===== src/shared/lpr_cfg.svh =====
// Constants for the refresh and precharge scheduling logic of the SDRAM core.
// Assumes a 125 MHz core clock and an eight-bank device.
`ifndef LPR_CFG_SVH
`define LPR_CFG_SVH
`define LPR_CLK_PERIOD_PS 8000
`define LPR_BANKS         8
`define LPR_BANK_W        3
// Row precharge and refresh cycle times in picoseconds; plain defaults.
`define LPR_TRPPB_PS      18000
`define LPR_TRPAB_PS      21000
`define LPR_TRFCPB_PS     60000
`define LPR_TRFCAB_PS     130000
// Times rounded up to whole clocks, never less than one.
`define LPR_CYC(ps) ((((ps) + `LPR_CLK_PERIOD_PS - 1) / `LPR_CLK_PERIOD_PS) < 1 ? 1 : \
  (((ps) + `LPR_CLK_PERIOD_PS - 1) / `LPR_CLK_PERIOD_PS))
`define LPR_TRPPB_CYC     `LPR_CYC(`LPR_TRPPB_PS)
`define LPR_TRPAB_CYC     `LPR_CYC(`LPR_TRPAB_PS)
`define LPR_TRFCPB_CYC    `LPR_CYC(`LPR_TRFCPB_PS)
`define LPR_TRFCAB_CYC    `LPR_CYC(`LPR_TRFCAB_PS)
`define LPR_TMR_W         8
// Command/address bit positions on the rising edge.
`define LPR_CA_AB         4
`define LPR_CA_BA_LO      7
`define LPR_CA_BA_HI      9
`define LPR_CA_REF_AB     3
`endif


===== src/shared/lpr_pkg.sv =====
// Types for the refresh and precharge scheduling logic.
// Assumes lpr_cfg.svh for all figures.
`include "lpr_cfg.svh"
package lpr_pkg;
  typedef enum logic [2:0] {
    LPR_CMD_NONE,
    LPR_CMD_PRE,
    LPR_CMD_REF,
    LPR_CMD_RD,
    LPR_CMD_WR,
    LPR_CMD_ACT
  } lpr_cmd_t;

  typedef struct packed {
    logic [`LPR_BANK_W-1:0]                    ref_bank;
    logic [`LPR_BANKS-1:0]                     open;
    logic [`LPR_BANKS-1:0]                     auto_pre;
    logic [`LPR_BANKS-1:0]                     refreshing;
    logic [`LPR_BANKS-1:0][`LPR_TMR_W-1:0]     busy_tmr;
    logic                                      ref_pulse;
    logic                                      ref_all;
    logic [`LPR_BANK_W-1:0]                    ref_target;
    logic [`LPR_BANKS-1:0]                     pre_pulse;
  } lpr_state_t;
endpackage


===== src/logic/lpr_sched.sv =====
// Device-side bank and refresh bookkeeping for the SDRAM command decoder.
// Assumes command/address already captured on the rising edge in this clock
// domain, with read/write auto-precharge bits taken from the falling edge.
//
// What this block does
// - Reads or writes to other banks may follow auto-precharge access seamlessly.
// - Bank precharge period runs tRP from the latest precharge hitting it.
// - Refresh decodes CS low, CA0 low, CA1 low, CA2 high; CA3 picks all-bank.
// - Per-bank refresh exists only on eight-bank devices.
// - Internal counter picks per-bank refresh bank, round robin zero to seven.
// - Counter clears on RESET command, self-refresh exit and all-bank refresh.
// - Only the refreshed bank is busy; it returns idle when refresh ends.
// - Bank comes from CA7 to CA9; the all-bank flag on CA4 overrides.
// - Read or write auto-precharges when falling-edge CA0 is high.
`timescale 1ns/1ps
`default_nettype none
`include "lpr_cfg.svh"
module lpr_sched
  import lpr_pkg::*;
(
  input  wire logic                     i_clk,
  input  wire logic                     i_reset_n,
  input  wire logic                     i_cs_n,
  input  wire logic [9:0]               i_ca_rise,
  input  wire logic                     i_ca0_fall,
  input  wire logic                     i_cmd_rd,
  input  wire logic                     i_cmd_wr,
  input  wire logic                     i_cmd_act,
  input  wire logic                     i_cmd_pre,
  input  wire logic                     i_reset_cmd,
  input  wire logic                     i_sr_exit,
  input  wire logic                     i_ap_start,
  input  wire logic [`LPR_BANK_W-1:0]   i_ap_bank,
  output logic                          o_refresh,
  output logic                          o_refresh_all,
  output logic [`LPR_BANK_W-1:0]        o_refresh_bank,
  output logic [`LPR_BANK_W-1:0]        o_next_ref_bank,
  output logic [`LPR_BANKS-1:0]         o_bank_open,
  output logic [`LPR_BANKS-1:0]         o_bank_busy,
  output logic [`LPR_BANKS-1:0]         o_bank_ap_pending,
  output logic [`LPR_BANKS-1:0]         o_precharge
);
  lpr_state_t             st;
  lpr_state_t             next_st;
  logic                   is_ref;
  logic                   is_ref_all;
  logic                   pre_all;
  logic [`LPR_BANK_W-1:0] cmd_bank;
  logic                   ap_bit;

  always_comb begin
    is_ref     = !i_cs_n && !i_ca_rise[0] && !i_ca_rise[1] && i_ca_rise[2];
    is_ref_all = is_ref && i_ca_rise[`LPR_CA_REF_AB];
    pre_all    = i_ca_rise[`LPR_CA_AB];
    cmd_bank   = i_ca_rise[`LPR_CA_BA_HI:`LPR_CA_BA_LO];
    ap_bit     = i_ca0_fall;
  end

  always_comb begin
    next_st            = st;
    next_st.ref_pulse  = 1'b0;
    next_st.ref_all    = 1'b0;
    next_st.pre_pulse  = '0;
    // Timers count down; a bank leaves the busy state when its timer expires.
    for (int b = 0; b < `LPR_BANKS; b++) begin
      if (st.busy_tmr[b] != '0) begin
        next_st.busy_tmr[b] = st.busy_tmr[b] - `LPR_TMR_W'(1);
        if (st.busy_tmr[b] == `LPR_TMR_W'(1)) begin
          next_st.refreshing[b] = 1'b0;
        end
      end
    end
    if (i_ap_start) begin
      // Auto-precharge begins: the bank closes and tRPpb runs from here.
      next_st.open[i_ap_bank]     = 1'b0;
      next_st.auto_pre[i_ap_bank] = 1'b0;
      next_st.busy_tmr[i_ap_bank] = `LPR_TMR_W'(`LPR_TRPPB_CYC);
      next_st.pre_pulse[i_ap_bank] = 1'b1;
    end
    if (i_cmd_pre) begin
      for (int b = 0; b < `LPR_BANKS; b++) begin
        if (pre_all || cmd_bank == `LPR_BANK_W'(b)) begin
          // The latest precharge restarts the period, whatever came before.
          next_st.open[b]      = 1'b0;
          next_st.pre_pulse[b] = 1'b1;
          next_st.busy_tmr[b] = pre_all ? `LPR_TMR_W'(`LPR_TRPAB_CYC)
                                        : `LPR_TMR_W'(`LPR_TRPPB_CYC);
        end
      end
    end
    if (i_cmd_act) begin
      next_st.open[cmd_bank] = 1'b1;
    end
    // Arming is per bank only, so accesses to other banks are never held off.
    if ((i_cmd_rd || i_cmd_wr) && ap_bit) begin
      next_st.auto_pre[cmd_bank] = 1'b1;
    end
    if (is_ref_all) begin
      next_st.ref_bank  = '0;
      next_st.ref_pulse = 1'b1;
      next_st.ref_all   = 1'b1;
      for (int b = 0; b < `LPR_BANKS; b++) begin
        next_st.refreshing[b] = 1'b1;
        next_st.busy_tmr[b]   = `LPR_TMR_W'(`LPR_TRFCAB_CYC);
      end
    end else if (is_ref) begin
      // Only the counter's bank is refreshed; others stay usable.
      next_st.ref_target              = st.ref_bank;
      next_st.ref_bank                = st.ref_bank + `LPR_BANK_W'(1);
      next_st.ref_pulse               = 1'b1;
      next_st.refreshing[st.ref_bank] = 1'b1;
      next_st.busy_tmr[st.ref_bank]   = `LPR_TMR_W'(`LPR_TRFCPB_CYC);
    end
    if (i_reset_cmd || i_sr_exit) begin
      next_st.ref_bank = '0;
    end
    if (i_reset_cmd) begin
      next_st.open       = '0;
      next_st.auto_pre   = '0;
      next_st.refreshing = '0;
      next_st.busy_tmr   = '0;
    end
  end

  always_ff @(posedge i_clk or negedge i_reset_n) begin
    if (!i_reset_n) begin
      st <= '0;
    end else begin
      st <= next_st;
    end
  end

  always_comb begin
    o_refresh         = st.ref_pulse;
    o_refresh_all     = st.ref_all;
    o_refresh_bank    = st.ref_target;
    o_next_ref_bank   = st.ref_bank;
    o_bank_open       = st.open;
    o_bank_ap_pending = st.auto_pre;
    o_precharge       = st.pre_pulse;
  end

  // A bank is busy while refreshing or while its precharge timer runs.
  for (genvar g = 0; g < `LPR_BANKS; g++) begin : g_busy
    assign o_bank_busy[g] = st.refreshing[g] || (st.busy_tmr[g] != '0);
  end
endmodule
`default_nettype wire


===== config.mk =====
export PLATFORM = sky130hd
export DESIGN_NAME = lpr_sched
export DESIGN_NICKNAME = d
export VERILOG_FILES = /design/src/shared/lpr_pkg.sv /design/src/logic/lpr_sched.sv
export VERILOG_INCLUDE_DIRS = /design/src /design/src/shared
export SDC_FILE = /design/constraint.sdc
export NUM_CORES = 1
export LEC_CHECK = 0
export BUFFER_PORTS_ARGS = -buffer_cell sky130_fd_sc_hd__buf_4
export CORE_ASPECT_RATIO = 1.5
export CORE_MARGIN = 5
export CORE_UTILIZATION = 40
export CTS_CLUSTER_DIAMETER = 40
export CTS_CLUSTER_SIZE = 12
export DETAILED_ROUTE_END_ITERATION = 16
export PLACE_DENSITY = 0.6
export SLEW_MARGIN = 20
export SYNTH_ARGS = -nofsm -noshare
export SYNTH_HDL_FRONTEND = slang
export SYNTH_SLANG_ARGS = --single-unit

===== constraint.sdc =====
create_clock -name i_clk -period 1.7 [get_ports i_clk]
set_input_delay 0 -clock i_clk [delete_from_list [all_inputs] [get_ports i_clk]]
set_output_delay 0 -clock i_clk [all_outputs]
set_load 0.005 [all_outputs]

After elaboration in Yosys (flattened, before gate mapping)
Cells that the tools add are included.
{ "op_classes": {"addsub": 9, "n_lt_le_gt_ge": 6, "eq_ne": 15, "muxes": 73, "bitwise_logic": 13, "reduce_logical": 40} }
{ "ops": {"columns": ["cell", "count"], "rows": [
  ["$mux 8", 23],
  ["$mux 73", 2],
  ["$mux 64", 2],
  ["$mux 88", 1],
  ["$eq 8x1->1 const B", 8],
  ["$reduce_bool 8->1", 8],
  ["$sub 8x1->8 const B", 8],
  ["$and 56x56->56", 1],
  ["$not 56->56", 1],
  ["$and 48x48->48", 1],
  ["$demux 8 s3", 2],
  ["$not 48->48", 1],
  ["$mux 1", 36],
  ["$or 8x8->8", 4],
  ["$logic_or 1x1->1", 18],
  ["$and 8x8->8", 2],
  ["$mux 16", 1],
  ["$or 16x16->16", 1],
  ["$eq 3x3->1 const B", 4],
  ["$lt 3x4->1 const B", 3],
  ["$demux 1 s3", 3],
  ["$ge 3x1->1 const B", 3],
  ["$mux 3", 3],
  ["$logic_and 1x1->1", 8],
  ["9 further kinds", 12]
]} }
{ "word_totals": {"regBits": 104, "output_inout_bits": 40, "word_cells": 172} }

Depth between registers and ports, before layout
{ "depth": {"depth_word": 13, "ltp_mapped": 7} }

Worst setup path after synthesis
Ideal clock, no wire load.
{ "synth_timing": {"path_kind": "register to register", "start": "register st[65] in the netlist's numbering", "end": "register st[61] in the netlist's numbering", "setup_time_ps": 99, "arrival_ps": 1540, "required_ps": 1601, "slack_ps": 61, "stages_incl_launch_ff": 6, "path_buffers": 1, "synth_period_minus_slack_ps": 1639, "path_cell_list": "dfrtp_1 nor4_1 nand4bb_1 clkbuf_1 xnor2_1 a311oi_1"} }
{ "synth_rtl": {"columns": ["element", "line", "text"], "rows": [
  ["from (decl)", "lpr_sched.sv:43", "lpr_state_t st;"],
  ["from (signal assigned)", "lpr_sched.sv:129", "st <= next_st;"]
]} }

Worst setup path after layout
{ "layout_timing": {"start": "register st[24] in the netlist's numbering", "end": "output port o_bank_busy[1]"} }
{ "layout_via": {"elab_chain_cells": 2} }
{ "layout_lines": {"columns": ["element", "line", "text"], "rows": [
  ["$reduce_bool 8->1", "lpr_sched.sv:145", "assign o_bank_busy[g] = st.refreshing[g] || (st.busy_tmr[g] != '0);"],
  ["$logic_or 1x1->1", "lpr_sched.sv:145", null],
  ["to (decl)", "lpr_sched.sv:39", "output logic [`LPR_BANKS-1:0] o_bank_busy,"]
]} }
Every way passes these cells.

==> results.txt <==
met2 WL -> 7880 µm
Seq cells post-synth -> 104
RSZ-0062 raised after global routing -> yes
Mapped Nets -> 640
synth unique cells -> 60
Port-buffer cells -> 61
GR Overflow Total -> 0
Post-Synthesis Cells -> 591
crit path kind -> reg2out
clock skew -> 0.00799 ns
vias in the first global route -> 4849
pre-CTS setup slack -> -0.159 ns
core area -> 14500 µm²
met1 wire length -> 5940 µm
total chip power -> 14000 µW
Area after DPL -> 6620 µm²
mean routed wirelength per cell -> 16.7 µm
Final Setup Violations -> 0
Final Hold Vio Count -> 0
clock buffer depth -> 2
CP max FO -> 3
post-route ant nets -> 0
HPWL Detailed -> 10600 µm
VDD IR max -> 1140 µV
setup ws final -> 0.0289 ns
DR vias/cell -> 5.28
Clock Latency Late Sink -> 0.35 ns
Die Width -> 109 µm
Placer Congestion -> 0.860
Mapped Area -> 5880 µm²
Crit path buffers/inverters -> 2
Pre-Repair DR Iteration Count -> 4
NumNets Final -> 728
Layout area overhead -> 23.7%
Seq/Total Area, Yosys -> 0.443
clock transition at the registers of the reported paths -> 0.06 ns
Hold WC Path Type -> in2reg
syn_area_per_cell -> 9.95 µm²
vias -> 4642
Clock Sink Count -> 104
LEAKAGE -> 0.00359 µW
total track usage -> 0.175
Post-synth top flop -> dfrtp_1
max-cap violation count -> 0
largest net degree at the start of global routing -> 47
die area -> 17300 µm²
crit path cell chain -> nor4_2 > buf_4 > nand3_4 > or2_4 > buf_6
first-pass GRT wire length -> 24000 µm
CTS tree -> built
CP top delay family -> simple AND/OR/NAND/NOR gates
Tightest Pin Transition -> 1.07 ns
clock root buffer -> clkbuf_16
non-filler cells, final -> 879
Crit path arrival time -> 1.67 ns
I/O pins -> 64
final WL -> 14600 µm
Inst Count DP -> 843
Antenna Cells -> 0
WL met3 -> 490 µm
initial antenna violation count -> 0
Achievable Freq -> 598 MHz
CP peak stage delay -> 0.42 ns
DR DRC count -> 0
startpoint types -> flip-flop
final worst-path cycle share -> 0.983
share of layout cells above drive strength 1 -> 0.294
Setup TNS -> 0 ns
initial core utilization -> 0.405
Tmin final -> 1.67 ns
Slowest-stage cell, CP -> dfrtp_1
register-to-register path setup slack -> 0.05 ns
uppermost layer routed -> met4
Final Cell Area -> 7270 µm²
Critical Path RT -> 1.70 ns
status -> finished clean
Die H -> 158 µm
Max H-tree Level -> 3
Rows -> 54
YS warnings -> 0
CP endpoint kind -> output port
ys async rst share -> 1.00
Power Density -> 1920 nW/µm²
total CTS buffers -> 9
Post-synth EDFFs -> 0
initial detailed-routing violation count -> 162
Final Max Slew Viols -> 0
max_slew headroom -> 0.286
-- cell families after synthesis --
family          after synthesis  synth area share
simple gates                238             0.226
xor+xnor                     47            0.0700
mux                          14            0.0251
flops                       104             0.443
compound gates               81             0.106
fa+ha+maj                    25            0.0532
buf+inv                      82            0.0768
-- placed cells by master, fill, tap and decap left out, drive strengths merged, types with 3 or more instances in the layout --
master  Yosys  final
a211oi      7      7
a21oi      22     22
a22oi      11     11
a311oi      8      8
a31oi       8      8
and3b       4      4
and4b       3      3
buf        38    126
clkbuf     13     12
dfrtp     104    104
ha         25     25
inv        31     31
mux2        6      6
mux2i       8      8
nand2      36     36
nand2b      8      8
nand3      15     15
nand4      12     12
nand4b      9      9
nor2       79     79
nor2b       7      7
nor3       16     16
nor3b       5      5
nor4       10     10
nor4b       8      8
o211a       5      5
o31ai       6      6
o41ai       8      8
or2         7      7
or3         3      3
or4         5      5
xnor2      27     27
xor2       20     20
-- metrics by stage --
step                      hold slack (ns)   util
after floorplan                    -0.296      -
after global placement            -0.0526  0.455
after detailed placement          -0.0517  0.455
after CTS                          0.0154  0.488
after global routing               0.0272  0.501
final                              0.0176  0.501
-- cell type report --
cell class,instances,area [µm²]
Clock inverter,3,42.5
Clock buffer,12,246
Inverter,31,116
Multi-Input combinational cell,405,3000
Timing Repair Buffer,128,1010
Fill cell,1334,7260
Tap cell,196,245
Sequential cell,104,2610
-- path summary, 6_finish.rpt --
kind,from,end,cells after the start
min in group asynchronous,i_reset_n,st[52],2
worst max-delay path,st[24],o_bank_busy[1],5
max in group asynchronous,i_reset_n,st[73],3
worst min register to register,o_refresh_bank[2],o_refresh_bank[2],1
worst max register to register,st[61],st[65],6
worst min-delay path,i_cmd_act,o_bank_open[1],3
-- per-layer routing --
layer	global-route usage	vias to the layer above
li1	-	2218
met1	0.214	2307
met2	0.316	97
met3	0.0231	20
met4	0.0602	0
met5	0	-
-- worst register-to-register path: stages, from the launching register on --
cell and delay (ns):
dfrtp_1 0.42, inv_1 0.08, ha_1 0.23, nand4bb_1 0.24, buf_4 0.16, nand2_1 0.04, o41ai_1 0.35
-- synth_stat cells, types with 7 or more instances --
cell type,number,area (µm²)
clkbuf_1,12,45.0
buf_4,31,233
a22oi_1,11,82.6
xnor2_1,27,236
inv_1,30,113
nand2_1,35,131
ha_1,25,313
or2_2,7,43.8
a31oi_1,8,50.1
xor2_1,20,175
nor2b_1,7,43.8
a21oi_1,21,105
o41ai_1,8,70.1
mux2i_1,8,80.1
nand4_1,9,56.3
nand2b_1,8,50.1
nand3_1,15,75.1
nor3_1,16,80.1
nor2_1,79,297
nor4_1,9,56.3
nor4b_1,8,70.1
dfrtp_1,104,2600
a311oi_1,8,70.1
-- sequential cells by signal (all words and copies together) (netlist names) --
name,flops
o_bank_ap_pending,8
o_bank_open,8
o_next_ref_bank,3
o_precharge,8
o_refresh,1
o_refresh_all,1
o_refresh_bank,3
st,72
-- where the power goes --
group	switching (µW)	internal, µW	total, µW
sequential	826	3220	4040
combinational	3610	4260	7860
clock	887	1170	2060
total	5320	8650	14000
-- timing repair --
item,4_1_cts,5_1_grt
resized for setup,14,25
buffers inserted,11,8
pin swaps,9,11
endpoints found under the hold margin,107,0
cloned,0,0
endpoints found under the setup margin,10,18
hold buffers,2,0
Note: power is estimated with default switching activity, not from simulation.
